File: src/sfwl_pkg.sv
package sfwl_pkg;
  localparam logic [7:0] TX_WATERMARK_OFF = 8'h18;
  localparam logic [7:0] RX_WATERMARK_OFF = 8'h1c;
  localparam logic [7:0] TX_FILL_COUNT_OFF = 8'h20;
  localparam logic [7:0] RX_FILL_COUNT_OFF = 8'h24;
  localparam logic [7:0] CTRL_ENABLE_OFF = 8'h08;
  localparam logic [7:0] IRQ_STATUS_OFF = 8'h30;
  localparam logic [7:0] IRQ_MASK_OFF = 8'h34;
  localparam int WM_W = 3;
  localparam int CNT_W = 4;
  localparam int IRQ_W = 2;
  localparam int IRQ_TXE_BIT = 0;
  localparam int IRQ_RXF_BIT = 1;
  localparam logic [2:0] WM_RESET = 3'h0;
  localparam logic [3:0] CNT_RESET = 4'h0;
  localparam logic [1:0] MASK_RESET = 2'h0;
  localparam logic [4:0] TX_DEPTH_DEF = 5'h08;
  localparam logic [4:0] RX_DEPTH_DEF = 5'h08;
endpackage : sfwl_pkg

File: src/sfwl_cmp.sv
`timescale 1ns/1ns
// Threshold comparators; purely combinational
module sfwl_cmp (
  // Levels
  input wire logic [3:0] tx_count,
  input wire logic [3:0] rx_count,
  input wire logic [2:0] tx_wm,
  input wire logic [2:0] rx_wm,
  // Conditions
  output logic txe_cond,
  output logic rxf_cond
);
  assign txe_cond = ({1'b0, tx_wm} >= tx_count);
  assign rxf_cond = ({1'b0, rx_wm} + 4'h1 <= rx_count);
endmodule : sfwl_cmp

File: src/sfwl_top.sv
`timescale 1ns/1ns
module sfwl_top #(
  parameter logic [4:0] TX_DEPTH = sfwl_pkg::TX_DEPTH_DEF,
  parameter logic [4:0] RX_DEPTH = sfwl_pkg::RX_DEPTH_DEF
) (
  // Clock and reset
  input wire logic pclk,
  input wire logic presetn,
  // APB slave
  input wire logic psel,
  input wire logic penable,
  input wire logic pwrite,
  input wire logic [7:0] paddr,
  input wire logic [31:0] pwdata,
  output logic [31:0] prdata,
  output logic pready,
  output logic pslverr,
  // FIFO occupancy from the controller
  input wire logic [3:0] tx_level,
  input wire logic [3:0] rx_level,
  // Requests and enable
  output logic txe_irq,
  output logic rxf_irq,
  output logic irq,
  output logic ctrl_enable
);

  ////////////////////////////////////////////////////////////////////////////
  typedef struct packed {
    logic [2:0] tx_wm;
    logic [2:0] rx_wm;
    logic [3:0] tx_cnt;
    logic [3:0] rx_cnt;
    logic en;
    logic [1:0] sts;
    logic [1:0] mask;
    logic txe;
    logic rxf;
    logic irq;
    logic [31:0] rdata;
    logic rdy;
    logic err;
  } sfwl_state_t;

  // Reset image of the whole state
  localparam sfwl_state_t ST_RESET = '{
    tx_wm: sfwl_pkg::WM_RESET,
    rx_wm: sfwl_pkg::WM_RESET,
    tx_cnt: sfwl_pkg::CNT_RESET,
    rx_cnt: sfwl_pkg::CNT_RESET,
    en: 1'h0,
    sts: 2'h0,
    mask: sfwl_pkg::MASK_RESET,
    txe: 1'h0,
    rxf: 1'h0,
    irq: 1'h0,
    rdata: 32'h0,
    rdy: 1'h0,
    err: 1'h0
  };

  sfwl_state_t st_q;
  sfwl_state_t st_d;
  logic txe_cond;
  logic rxf_cond;
  logic setup;
  logic [1:0] ev;

  ////////////////////////////////////////////////////////////////////////////
  // Levels come from logic on pclk, so no synchroniser; compare registered copies
  sfwl_cmp u_cmp (
    .tx_count(st_q.tx_cnt),
    .rx_count(st_q.rx_cnt),
    .tx_wm(st_q.tx_wm),
    .rx_wm(st_q.rx_wm),
    .txe_cond(txe_cond),
    .rxf_cond(rxf_cond)
  );

  // One-cycle answer: pready rises in the access cycle after setup
  assign setup = psel && !penable;
  assign ev = {rxf_cond, txe_cond};

  ////////////////////////////////////////////////////////////////////////////
  always_comb begin
    st_d = st_q;
    st_d.tx_cnt = tx_level;
    st_d.rx_cnt = rx_level;
    st_d.txe = txe_cond;
    st_d.rxf = rxf_cond;
    st_d.rdy = setup;
    st_d.err = 1'b0;
    st_d.sts = st_q.sts | ev;
    if (psel && penable && st_q.rdy && pwrite) begin
      if (paddr == sfwl_pkg::TX_WATERMARK_OFF) begin
        if ({2'b00, pwdata[2:0]} < TX_DEPTH) begin
          st_d.tx_wm = pwdata[2:0];
        end
      end else if (paddr == sfwl_pkg::RX_WATERMARK_OFF) begin
        if ({2'b00, pwdata[2:0]} <= RX_DEPTH) begin
          st_d.rx_wm = pwdata[2:0];
        end
      end else if (paddr == sfwl_pkg::CTRL_ENABLE_OFF) begin
        st_d.en = pwdata[0];
      end else if (paddr == sfwl_pkg::IRQ_STATUS_OFF) begin
        // New events win over the clear
        st_d.sts = (st_q.sts & ~pwdata[1:0]) | ev;
      end else if (paddr == sfwl_pkg::IRQ_MASK_OFF) begin
        st_d.mask = pwdata[1:0];
      end
    end
    if (setup) begin
      st_d.rdata = 32'h0;
      if (paddr == sfwl_pkg::TX_WATERMARK_OFF) begin
        st_d.rdata = {29'h0, st_q.tx_wm};
      end else if (paddr == sfwl_pkg::RX_WATERMARK_OFF) begin
        st_d.rdata = {29'h0, st_q.rx_wm};
      end else if (paddr == sfwl_pkg::TX_FILL_COUNT_OFF) begin
        st_d.rdata = {28'h0, st_q.tx_cnt};
      end else if (paddr == sfwl_pkg::RX_FILL_COUNT_OFF) begin
        st_d.rdata = {28'h0, st_q.rx_cnt};
      end else if (paddr == sfwl_pkg::CTRL_ENABLE_OFF) begin
        st_d.rdata = {31'h0, st_q.en};
      end else if (paddr == sfwl_pkg::IRQ_STATUS_OFF) begin
        st_d.rdata = {30'h0, st_q.sts};
      end else if (paddr == sfwl_pkg::IRQ_MASK_OFF) begin
        st_d.rdata = {30'h0, st_q.mask};
      end else begin
        st_d.err = 1'b1;
      end
    end
    st_d.irq = |(st_d.sts & st_d.mask);
  end

  always_ff @(posedge pclk or negedge presetn) begin
    if (!presetn) begin
      st_q <= ST_RESET;
    end else begin
      st_q <= st_d;
    end
  end

  assign prdata = st_q.rdata;
  assign pready = st_q.rdy;
  assign pslverr = st_q.err;
  assign txe_irq = st_q.txe;
  assign rxf_irq = st_q.rxf;
  assign irq = st_q.irq;
  assign ctrl_enable = st_q.en;

  ////////////////////////////////////////////////////////////////////////////
  // Level checks skip the release edge, where $past would still see the reset image
  property p_txe_level;
    @(posedge pclk) disable iff (!presetn)
      $past(presetn) |-> (txe_irq == ({1'b0, $past(st_q.tx_wm)} >= $past(st_q.tx_cnt)));
  endproperty
  a_txe_level: assert property (p_txe_level) else $error("txe level wrong");

  property p_rxf_level;
    @(posedge pclk) disable iff (!presetn)
      $past(presetn) |-> (rxf_irq == ({1'b0, $past(st_q.rx_wm)} + 4'h1 <= $past(st_q.rx_cnt)));
  endproperty
  a_rxf_level: assert property (p_rxf_level) else $error("rxf level wrong");

  property p_tx_bad_ignored;
    @(posedge pclk) disable iff (!presetn)
      (psel && penable && pready && pwrite && paddr == sfwl_pkg::TX_WATERMARK_OFF
       && {2'b00, pwdata[2:0]} >= TX_DEPTH) |=> $stable(st_q.tx_wm);
  endproperty
  a_tx_bad_ignored: assert property (p_tx_bad_ignored) else $error("tx wm overwritten");

  property p_tx_write;
    @(posedge pclk) disable iff (!presetn)
      (psel && penable && pready && pwrite && paddr == sfwl_pkg::TX_WATERMARK_OFF
       && {2'b00, pwdata[2:0]} < TX_DEPTH) |=> (st_q.tx_wm == $past(pwdata[2:0]));
  endproperty
  a_tx_write: assert property (p_tx_write) else $error("tx wm not written");

  property p_rx_bad_ignored;
    @(posedge pclk) disable iff (!presetn)
      (psel && penable && pready && pwrite && paddr == sfwl_pkg::RX_WATERMARK_OFF
       && {2'b00, pwdata[2:0]} > RX_DEPTH) |=> $stable(st_q.rx_wm);
  endproperty
  a_rx_bad_ignored: assert property (p_rx_bad_ignored) else $error("rx wm overwritten");

  property p_rx_write;
    @(posedge pclk) disable iff (!presetn)
      (psel && penable && pready && pwrite && paddr == sfwl_pkg::RX_WATERMARK_OFF
       && {2'b00, pwdata[2:0]} <= RX_DEPTH)
      |=> (st_q.rx_wm == $past(pwdata[2:0]));
  endproperty
  a_rx_write: assert property (p_rx_write) else $error("rx wm not written");

  property p_tx_count;
    @(posedge pclk) disable iff (!presetn)
      $past(presetn) |-> (st_q.tx_cnt == $past(tx_level));
  endproperty
  a_tx_count: assert property (p_tx_count) else $error("tx count stale");

  property p_rx_count;
    @(posedge pclk) disable iff (!presetn)
      $past(presetn) |-> (st_q.rx_cnt == $past(rx_level));
  endproperty
  a_rx_count: assert property (p_rx_count) else $error("rx count stale");

  property p_en_only_write;
    @(posedge pclk) disable iff (!presetn)
      !(psel && penable && pready && pwrite && paddr == sfwl_pkg::CTRL_ENABLE_OFF)
      |=> $stable(ctrl_enable);
  endproperty
  a_en_only_write: assert property (p_en_only_write) else $error("enable changed");

  property p_txe_drop;
    @(posedge pclk) disable iff (!presetn)
      (txe_irq && !txe_cond) |=> !txe_irq;
  endproperty
  a_txe_drop: assert property (p_txe_drop) else $error("txe held");

  property p_rxf_drop;
    @(posedge pclk) disable iff (!presetn)
      (rxf_irq && !rxf_cond) |=> !rxf_irq;
  endproperty
  a_rxf_drop: assert property (p_rxf_drop) else $error("rxf held");

  // The summary line follows status and mask in the same edge
  property p_irq_level;
    @(posedge pclk) disable iff (!presetn)
      irq == |(st_q.sts & st_q.mask);
  endproperty
  a_irq_level: assert property (p_irq_level) else $error("irq not status and mask");

  ////////////////////////////////////////////////////////////////////////////
  // Bus answer: exactly one access cycle, error only together with ready
  property p_ready_answer;
    @(posedge pclk) disable iff (!presetn)
      (psel && !penable) |=> pready;
  endproperty
  a_ready_answer: assert property (p_ready_answer) else $error("no ready after setup");

  property p_ready_pulse;
    @(posedge pclk) disable iff (!presetn)
      pready |=> !pready;
  endproperty
  a_ready_pulse: assert property (p_ready_pulse) else $error("ready held too long");

  property p_err_with_ready;
    @(posedge pclk) disable iff (!presetn)
      pslverr |-> pready;
  endproperty
  a_err_with_ready: assert property (p_err_with_ready) else $error("error without ready");

  property p_rd_tx_wm;
    @(posedge pclk) disable iff (!presetn)
      (setup && paddr == sfwl_pkg::TX_WATERMARK_OFF) |=> (prdata == {29'h0, $past(st_q.tx_wm)});
  endproperty
  a_rd_tx_wm: assert property (p_rd_tx_wm) else $error("tx wm read wrong");

  property p_rd_rx_wm;
    @(posedge pclk) disable iff (!presetn)
      (setup && paddr == sfwl_pkg::RX_WATERMARK_OFF) |=> (prdata == {29'h0, $past(st_q.rx_wm)});
  endproperty
  a_rd_rx_wm: assert property (p_rd_rx_wm) else $error("rx wm read wrong");

  property p_rd_tx_cnt;
    @(posedge pclk) disable iff (!presetn)
      (setup && paddr == sfwl_pkg::TX_FILL_COUNT_OFF) |=> (prdata == {28'h0, $past(st_q.tx_cnt)});
  endproperty
  a_rd_tx_cnt: assert property (p_rd_tx_cnt) else $error("tx count read wrong");

  property p_rd_rx_cnt;
    @(posedge pclk) disable iff (!presetn)
      (setup && paddr == sfwl_pkg::RX_FILL_COUNT_OFF) |=> (prdata == {28'h0, $past(st_q.rx_cnt)});
  endproperty
  a_rd_rx_cnt: assert property (p_rd_rx_cnt) else $error("rx count read wrong");

  property p_rd_en;
    @(posedge pclk) disable iff (!presetn)
      (setup && paddr == sfwl_pkg::CTRL_ENABLE_OFF) |=> (prdata == {31'h0, $past(st_q.en)});
  endproperty
  a_rd_en: assert property (p_rd_en) else $error("enable read wrong");

  property p_rd_sts;
    @(posedge pclk) disable iff (!presetn)
      (setup && paddr == sfwl_pkg::IRQ_STATUS_OFF) |=> (prdata == {30'h0, $past(st_q.sts)});
  endproperty
  a_rd_sts: assert property (p_rd_sts) else $error("status read wrong");

  property p_en_write;
    @(posedge pclk) disable iff (!presetn)
      (psel && penable && pready && pwrite && paddr == sfwl_pkg::CTRL_ENABLE_OFF)
      |=> (ctrl_enable == $past(pwdata[0]));
  endproperty
  a_en_write: assert property (p_en_write) else $error("enable not written");

  property p_mask_write;
    @(posedge pclk) disable iff (!presetn)
      (psel && penable && pready && pwrite && paddr == sfwl_pkg::IRQ_MASK_OFF)
      |=> (st_q.mask == $past(pwdata[1:0]));
  endproperty
  a_mask_write: assert property (p_mask_write) else $error("mask not written");

  ////////////////////////////////////////////////////////////////////////////
  // Per-bit status: the event sets its bit, a written one clears it unless the event persists
  for (genvar g = 0; g < sfwl_pkg::IRQ_W; g++) begin : g_sts_chk
    property p_sts_set;
      @(posedge pclk) disable iff (!presetn)
        ($past(presetn) && ev[g]) |=> st_q.sts[g];
    endproperty
    a_sts_set: assert property (p_sts_set) else $error("status event lost");

    property p_sts_clear;
      @(posedge pclk) disable iff (!presetn)
        (psel && penable && pready && pwrite && paddr == sfwl_pkg::IRQ_STATUS_OFF && pwdata[g] && !ev[g])
        |=> !st_q.sts[g];
    endproperty
    a_sts_clear: assert property (p_sts_clear) else $error("status bit not cleared");
  end

  property p_cov_txe;
    @(posedge pclk) disable iff (!presetn) $rose(txe_irq);
  endproperty
  c_txe: cover property (p_cov_txe);

  property p_cov_rxf;
    @(posedge pclk) disable iff (!presetn) $fell(rxf_irq);
  endproperty
  c_rxf: cover property (p_cov_rxf);

  property p_cov_irq;
    @(posedge pclk) disable iff (!presetn) $rose(irq);
  endproperty
  c_irq: cover property (p_cov_irq);

  property p_cov_tx_reject;
    @(posedge pclk) disable iff (!presetn)
      psel && penable && pready && pwrite && paddr == sfwl_pkg::TX_WATERMARK_OFF
      && {2'b00, pwdata[2:0]} >= TX_DEPTH;
  endproperty
  c_tx_reject: cover property (p_cov_tx_reject);

  property p_cov_rx_reject;
    @(posedge pclk) disable iff (!presetn)
      psel && penable && pready && pwrite && paddr == sfwl_pkg::RX_WATERMARK_OFF
      && {2'b00, pwdata[2:0]} > RX_DEPTH;
  endproperty
  c_rx_reject: cover property (p_cov_rx_reject);

endmodule : sfwl_top

File: config.mk
export PLATFORM = sky130hd
export DESIGN_NAME = sfwl_top
export DESIGN_NICKNAME = d
export VERILOG_FILES = /design/src/sfwl_pkg.sv /design/src/sfwl_cmp.sv /design/src/sfwl_top.sv
export SDC_FILE = /design/constraint.sdc
export NUM_CORES = 1
export LEC_CHECK = 0
export BUFFER_PORTS_ARGS = -buffer_cell sky130_fd_sc_hd__clkbuf_2
export CAP_MARGIN = 30
export CORE_MARGIN = 4
export CORE_UTILIZATION = 30
export DETAILED_ROUTE_END_ITERATION = 8
export HOLD_SLACK_MARGIN = 0.06
export PLACE_DENSITY = 0.54
export SYNTH_ARGS = -nofsm -noshare
export SYNTH_HDL_FRONTEND = slang
export SYNTH_HIERARCHICAL = 1
export SYNTH_SLANG_ARGS = --single-unit
File: constraint.sdc
create_clock -name pclk -period 2.5 [get_ports pclk]
set_input_delay 0.125 -clock pclk [delete_from_list [all_inputs] [get_ports pclk]]
set_output_delay 0.125 -clock pclk [all_outputs]
set_load 0.05 [all_outputs]
Word-level counts from Yosys, hierarchy flattened
Cells that the tools add are included.
- register bits: 56
- word-level logic and storage cells: 61
- input bits: 53
- bitwise operators: 7
- muxes and demuxes: 22
- reduce and logical (&&, ||, !) cells: 9
- magnitude comparators: 2
- eq/ne operators: 7
- $add $sub $neg: 1
- operators by type and width (operator ; count):
    $eq 8x6->1 const B ; 4
    $mux 4 ; 8
    $eq 8x5->1 const B ; 2
    $mux 2 ; 6
    $eq 8x4->1 const B ; 1
    $mux 1 ; 8
    $add 3x1->4 const B ; 1
    $and 2x2->2 ; 2
    $ge 3x4->1 ; 1
    $le 4x4->1 ; 1
    $logic_and 1x1->1 ; 4
    $or 2x2->2 ; 2
    $reduce_and 4->1 ; 1
    $reduce_and 3->1 ; 1
    $not 1->1 ; 2
    $not 2->2 ; 1
    $reduce_and 2->1 ; 1
    $reduce_or 2->1 ; 1
    $logic_not 1->1 ; 1

Longest topological paths before layout
Gate-level depths: netlist of the first run.
- word-level depth: 10
- gate-level depth with buffers: 8

Modules after synthesis
The synthesis of the first run kept the hierarchy.
- by module, submodules not included (module ; area each (um2) ; times used ; cells each ; seq. area each (um2)):
    sfwl_top ; 1435.1 ; 1 ; 130 ; 700.7
    sfwl_cmp ; 195.2 ; 1 ; 25 ; 0.0

Worst setup path after synthesis of the first run
No wires, ideal clock.
- kind: flip-flop to flip-flop
- start point: reg st_q, in the netlist pready
- end point: reg st_q, in the netlist irq
- stages on the path, launching flop included: 5
- period minus slack after synthesis: 2.033 ns
- arrival time: 1.912 ns
- data required time: 2.379 ns
- setup slack: 0.467 ns
- buffers on the path: 0
- cell sequence: dfrtp_1 nand4_1 or4_4 mux2_4 a22o_1
- RTL lines (item ; RTL line ; text):
    start, declared ; sfwl_top.sv:62 ; sfwl_state_t st_q;
    start signal, assigned ; sfwl_top.sv:139 ; st_q <= st_d;

==> results of run 1 <==
[synth_stat cells, drive strengths merged]
cell type	count
a2111oi	1
a211oi	1
a21boi	1
a21o	1
a21oi	3
a22o	1
a22oi	1
a2bb2oi	1
a31oi	2
and2	1
and3	1
buf	32
clkbuf	3
conb	1
dfrtp	28
ha	8
inv	11
mux2	9
mux2i	4
mux4	1
nand2	7
nand2b	4
nand3	2
nand3b	2
nand4	2
nor2	4
nor2b	3
nor3	4
nor4	3
o211a	1
o21ai	3
o31a	1
o31ai	1
o32a	1
o32ai	1
o41ai	1
or3	1
or4	2
xor2	1
[sequential cells by signal (all words and copies together), names as in the netlist]
register / cells
irq: 1
rxf_irq: 1
ctrl_enable: 1
pready: 1
txe_irq: 1
st_q: 18
pslverr: 1
prdata: 4
[report_power, final]
| part | switching, uW | internal [uW] | leakage [uW] | total, uW |
|---|---|---|---|---|
| registers | 6.46 | 463 | 0.000355 | 470 |
| clock network | 137 | 214 | 0.0000357 | 351 |
| logic | 153 | 43.1 | 0.000600 | 196 |
[timing repair]
action | CTS | global route
endpoints found under the setup margin | 0 | 0
hold endpoints to repair | 36 | 0
hold buffers | 9 | 0
[final timing paths]
path | startpoint | to | slack (ns) | depth (start not counted)
max | st_q[50]$_DFFE_PN0P_ | irq$_DFF_PN0_ | 0.34 | 8
min | pwdata[2] | st_q[55]$_DFFE_PN0P_ | 0.11 | 2
max reg2reg | st_q[50]$_DFFE_PN0P_ | irq$_DFF_PN0_ | 0.34 | 8
min reg2reg | prdata[2]$_DFFE_PN0P_ | prdata[2]$_DFFE_PN0P_ | 0.47 | 2
max in group asynchronous | presetn | prdata[0]$_DFFE_PN0P_ | 1.64 | 2
min in group asynchronous | presetn | st_q[42]$_DFF_PN0_ | 0.42 | 2
[area by class of cell]
class	instances	area share (%)
Clock buffer	3	2.17
Inverter	11	2.17
Sequential cell	28	36.8
Tap cell	70	4.61
Timing Repair Buffer	43	13.8
Clock inverter	1	1.58
Multi-Input combinational cell	108	38.8
[routing by layer]
layer | part of all wire (%) | GRT usage, % | vias to the layer above | wire length, um
met5 | 0 | 0 | - | 0
met2 | 46 | 17.3 | 48 | 1550
li1 | - | - | 561 | -
met4 | 0.50 | 1.99 | 0 | 17
met1 | 45 | 13.8 | 530 | 1540
met3 | 8.3 | 2.74 | 2 | 281
[through the flow]
| stage | hold slack [ns] | util, % | instances |
|---|---|---|---|
| floorplan | -0.171 | - | 182 |
| global placement | 0.202 | 33.6 | 251 |
| detailed placement | 0.207 | 33.6 | 251 |
| CTS | 0.103 | 36.8 | 264 |
| global route | 0.102 | 36.8 | 264 |
| finish | 0.109 | 36.8 | 264 |
[worst reg2reg max path: stages (launching register included)]
cell and delay [ns]:
dfrtp_1 0.45, ha_1 0.32, ha_1 0.29, nor2b_1 0.14, o211a_1 0.20, o21ai_1 0.27, inv_1 0.07, a31oi_1 0.22
a22o_1 0.15
[logic make-up after synthesis]
group	synth area share [%]
buffers and inverters	18.0
and+or+nand+nor	12.4
DFF	43.0
AOI/OAI and AO/OA	9.44
muxes	10.3
adders and majority gates	6.14
other	0.230
xor gates and xnor gates	0.537
==> summary by stage, run 1 <==
Global route
The initial antenna violation count is 0. The overall fraction of global-route tracks in use is 10.4%. The via count of the first global-routing pass is 1,086. The wire length of the first global-routing pass is 5330 um. The residual overflow from global routing is 0. Entering global routing, the biggest net connects 29 pins.

Timing
In the finished design, the share of the clock period the worst path needs comes to 86.6%. The final-report max-slew violation count is 0. Subtracting the final worst setup slack from the clock period gives 2.16 ns. Setup repair after global routing left no endpoint under its margin. The worst clock skew is 0.00177 ns. The number of endpoints failing setup at the final stage is 0. The final critical-path setup slack is 0.336 ns. The final count of hold timing violations came to 0. The maximum operating frequency is 462 MHz.

The relative max-transition margin is 53.9%. For the final routed database, the setup TNS stands at 0 ns. At the pin with the least slew margin, the transition time is 0.691 ns.

Place
At the end of routability-driven placement, the weighted congestion stood at 0.766. The HPWL after detailed placement is 2690 um. The worst setup slack after placement is 0.346 ns. Port buffering added 33 buffers. After detailed placement, the total cell area comes to 1740 um^2.

Clock tree
The clock drives 28 sinks. In this run the clock root is driven by a clkbuf_8. In this run the number of H-tree levels came out at 1.

The maximum buffer depth of the clock tree is 2. In this run, post-CTS repair resized a total of 0 instances. In this run, CTS created clock tree buffers numbering 3. The clock insertion delay at the later pin of the skew report is 0.27 ns. The clock edge transition at the registers on the reported setup and hold paths is 0.09 ns.

The clock tree from TritonCTS is yes. Buffers added to address setup during post-CTS repair amount to 0.

Worst setup path
STA classifies the critical path startpoint as a flip-flop. At the worst endpoint, the required time is 2.72 ns. The worst setup path is captured at a flip-flop.

The longest individual stage delay on the worst path is 0.45 ns. In this run the worst path has a maximum fanout of 5. The cell family contributing the most delay on the critical path is compound AO/OA/AOI/OAI gates. The slowest stage cell on the critical path is dfrtp_1. The signal on the critical path passes through ha_1 -> ha_1 -> nor2b_1 -> o211a_1 -> o21ai_1 -> inv_1 -> a31oi_1 -> a22o_1. The endpoint arrival time on the critical path is 2.38 ns. The number of buffers and inverters on the critical path is 1.

The critical path class is flip-flop to flip-flop. The cell repeated most along the worst path is ha_1.

Power
The cell leakage power is 0.000990 uW. The worst IR drop on VDD is 0.273 mV. Dividing total power by cell area gives a power density of 535 nW/um^2. The design draws 1020 uW.

Route
In this run, the number of DRC markers left after iteration 0 of detailed routing was 57. The via count is 1,141. The residual antenna-violating net count after detailed routing is 0. In the routed layout, each cell is associated on average with a via count of 4.32. The average detailed-routed wire length per instance is 12.8 um. The post-detailed-routing wire length is 3390 um.

In the routed design, unresolved DRC markers number 0. The number of search-and-repair iterations in the first detailed-routing pass is 4.

Final layout
The finished cells cover 1900 um^2. In the layout the commonest cells are clkbuf_2, conb_1, dfrtp_1. The number of antenna diodes in the final layout is 0. The library cell used most frequently in the layout, excluding fill and tap cells, is clkbuf_2. The filler cell count is 553. At the end of the flow, the number of nets in the layout was 256. Of the cells placed in the final design, the portion with a size suffix greater than 1 is 26.3%. In the final layout, the multi-input gates occupy 738 um^2.

The sequential cell area is 701 um^2. Compared with the post-synthesis result, the final layout area differs by 16.7%.

Synth
After synthesis the netlist holds a flip-flop and latch count of 28. The post-synthesis cell area is 1630 um^2. The share of synthesized area in the top cell type comes to 43.0%.

The distinct cell type count after synthesis is 41. After synthesis, the cell types taking the most area are dfrtp_1, buf_4, ha_1. The post-synthesis cell type with the largest combined area is dfrtp_1. The number of standard cells after synthesis is 155.

The Yosys step of the flow raised 6 warnings. Dividing the synthesized area by the synthesized cell count gives 10.5 um^2. For this run, the register share of the synthesized area comes to 43.0%.

Floorplan
The region available for standard cell placement spans 5170 um^2. The number of rows created at floorplan is 26. The vertical extent of the die is 81.7 um.

During I/O placement, the number of pins put on the boundary was 91. The die is 81.7 um wide. The die area is 6680 um^2. Once the floorplan was initialized, standard cells occupied 31.5% of the core.

Flow run
The max-cap violation count is 0.

Status
The run finished with clean final reports.

Worst hold path
The classification of the worst-slack hold path is input port to flip-flop.
Power figures use the tool's default switching activity.
==> run 2: changes to the inputs <==
Settings changed: REMOVE_ABC_BUFFERS from default to 1.
==> summary by stage, run 2 (synthesized netlist as in run 1, its figures left out) <==
Clock tree
The total number of H-tree levels is 1. The number of clock sinks seen by CTS is 28. The maximum buffer depth of the clock tree is 2. The clock edge transition at the registers on the reported setup and hold paths is 0.10 ns. The clock insertion delay at the later pin of the skew report is 0.27 ns. The clock tree from TritonCTS is yes. The number of gates resized after CTS was 0. The hold buffer count at cts is 9. The CTS buffer count is 3. Once the clock tree was built, the setup fixing pass inserted 0 buffers. The cell sitting at the root of the clock tree is a clkbuf_8.

Power
Overall power consumption after layout is estimated at 1020 uW. The proportion of power drawn by combinational gates is 19.1%. The clock share of power is 34.8%.

The net switching fraction of the power is 29.3%. The total internal power is 721 uW. For this design the ratio of total power to cell area is 536 nW/um^2. Per report_power, the sequential group accounts for 46.1% of the total. The switching power is 298 uW. The worst-case IR drop observed on VDD is 0.317 mV. The analysis attributes to cell leakage a power of 0.000990 uW.

Global route
After global routing the overflow that remains totals 0. The via count of the first global-routing pass was 1,099. Global routing used 10.6% of the available tracks.

Entering global routing, the biggest net connects 29 pins. The initial antenna violation count was 0. The first global-routing pass estimated 5390 um of wire.

Timing
The worst pin sits at a relative slew slack of 53.4%. The pin slew with the least headroom to its limit is 0.700 ns. The worst hold margin is 0.103 ns. The time the worst path needs with I/O delays and setup is 2.19 ns. Across the routed clock network, the largest skew measured is 0.00648 ns.

The final count of hold timing violations is 0. Setup repair after global routing left no endpoint under its margin. Of the available clock period, the critical path in the final layout requires 87.5%. The summed negative setup slack over all endpoints is 0 ns. Setup violations remaining at the end of the flow were counted as 0.

Static timing analysis puts the maximum clock frequency at 457 MHz. The final-report max-slew violation count came to 0.

Worst setup path
The logic depth of the worst setup path including buffers is 8. The worst setup path is captured at a flip-flop. The slowest stage cell on the critical path is dfrtp_1. The largest driver fanout on the critical path is 5.

The buffers plus inverters on the worst setup path is 1. Grouping stages by cell kind, the critical path spends the most delay in compound AO/OA/AOI/OAI gates. At the worst endpoint, the required time is 2.71 ns. The cell repeated most along the worst path is ha_1. Walking the worst path, the cells encountered are ha_1 -> ha_1 -> nor2b_1 -> o211a_1 -> o21ai_1 -> inv_1 -> a31oi_1 -> a22o_1. On the worst path, the slowest cell contributes a delay of 0.44 ns.

The endpoint of the lowest-slack register-to-register path is irq$_DFF_PN0_. Across all register-to-register paths, the minimum setup slack is 0.31 ns. The source of the worst register-to-register timing path is st_q[50]$_DFFE_PN0P_. The number of cells on the worst reg-to-reg path is 8. The critical path class is flip-flop to flip-flop.

At the worst endpoint, the arrival time is 2.40 ns. The type of element launching the critical path is a flip-flop.

Final layout
The number of standard cells in the final layout excluding fillers is 264. The number of antenna diodes in the final layout is 0. For this run, the post-layout net count is 256.

The filler cell count is 526. The register with the most flip-flops in the layout has 18 of them. The fraction of layout cells with a size suffix above 1 is 26.3%.

The area growth from synthesis to layout is 16.7%. The library cells used most frequently in the layout, excluding fill and tap cells, are clkbuf_2, conb_1, dfrtp_1. Counting flops per register, the top entry is st_q.

The library cell used most frequently in the layout, excluding fill and tap cells, is clkbuf_2.

Route
The count of routing violations after the opening detailed-route iteration is 46. The residual antenna-violating net count after detailed routing is 0. The average detailed-routed wire length per instance is 12.4 um. The routed design has 3270 um of wire. Dividing the detail-routed via count by the number of cells gives 4.28.

The number of search-and-repair iterations in the first detailed-routing pass is 4. After detailed routing, the number of remaining DRC violations is 0. The via count is 1,129.

Place
Detailed placement ended at an HPWL of 2580 um. The cell count after placement is 251. The total of buffers placed on input and output ports is 33. Routability-driven placement finished with a final weighted congestion of 0.774.

Floorplan
For this configuration, the core starts out at a cell density of 31.5%. 91 I/O pins were placed. Row generation in the floorplan step produced 26 rows. In this run the standard cell core region covers 5170 um^2. The floorplan step defined a die boundary enclosing 6680 um^2. The vertical extent of the die is 81.7 um. The overall die width is 81.7 um.

Flow run
Max-cap violations in this run came to 0.

Worst hold path
The worst min-delay path startpoint is pwdata[2]. The classification of the worst-slack hold path is input port to flip-flop. The path with the worst hold slack has its endpoint at st_q[55]$_DFFE_PN0P_.

The worst hold path passes through 2 cells.

Status
The run finished with clean final reports.
==> run 2: cell counts in the layout (fill, tap and decap cells not counted) <==
Identical to the previous run, type by type.
==> run 2: worst register-to-register path: stages, from the launching register on <==
cell     delay [ns]
dfrtp_1        0.44
ha_1           0.32
ha_1           0.29
nor2b_1        0.13
o211a_1        0.20
o21ai_1        0.30
inv_1          0.08
a31oi_1        0.22
a22o_1         0.16
==> run 2: layout make-up <==
class / instances / area [um^2] / share of cell area, %
inverters: 11 / 41.3 / 2.17
well taps: 70 / 87.6 / 4.61
flip-flops and latches: 28 / 701 / 36.8
repair buffers: 43 / 263 / 13.8
clock buffers: 3 / 41.3 / 2.17
clock inverters: 1 / 30.0 / 1.58
multi-input cells: 108 / 738 / 38.8
==> run 2: worst max path at each step <==
stage / startpoint / end / slack [ns]
CTS: st_q[50]$_DFFE_PN0P_ / irq$_DFF_PN0_ / 0.29
finish: st_q[50]$_DFFE_PN0P_ / irq$_DFF_PN0_ / 0.31
global route: st_q[50]$_DFFE_PN0P_ / irq$_DFF_PN0_ / 0.17
detailed placement: st_q[50]$_DFFE_PN0P_ / irq$_DFF_PN0_ / 0.32
floorplan: pready$_DFF_PN0_ / irq$_DFF_PN0_ / 0.47
global placement: st_q[50]$_DFFE_PN0P_ / irq$_DFF_PN0_ / 0.32
==> run 2: per-layer routing <==
layer | GRT usage (%) | vias to the layer above | wire, um
met5 | 0 | - | 0
met4 | 1.50 | 0 | 15
met3 | 3.18 | 2 | 309
met2 | 17.4 | 50 | 1450
met1 | 14.1 | 517 | 1500
li1 | - | 560 | -
==> run 2: power groups by stage <==
| stage | combinational, uW | clock (uW) | sequential (uW) |
|---|---|---|---|
| after floorplan | 122 | 0 | 490 |
| after global placement | 183 | 0 | 479 |
| after global routing | 213 | 392 | 472 |
| after CTS | 195 | 370 | 470 |
| after detailed placement | 184 | 0 | 479 |
| final | 195 | 354 | 470 |
==> run 2: through the flow <==
| step | util [%] | worst slack, ns | cell area (um^2) |
|---|---|---|---|
| after floorplan | - | 0.467 | 1480 |
| after global placement | 33.6 | 0.318 | 1740 |
| after detailed placement | 33.6 | 0.322 | 1740 |
| after CTS | 36.8 | 0.288 | 1900 |
| after global routing | 36.8 | 0.170 | 1900 |
| final | 36.8 | 0.312 | 1900 |
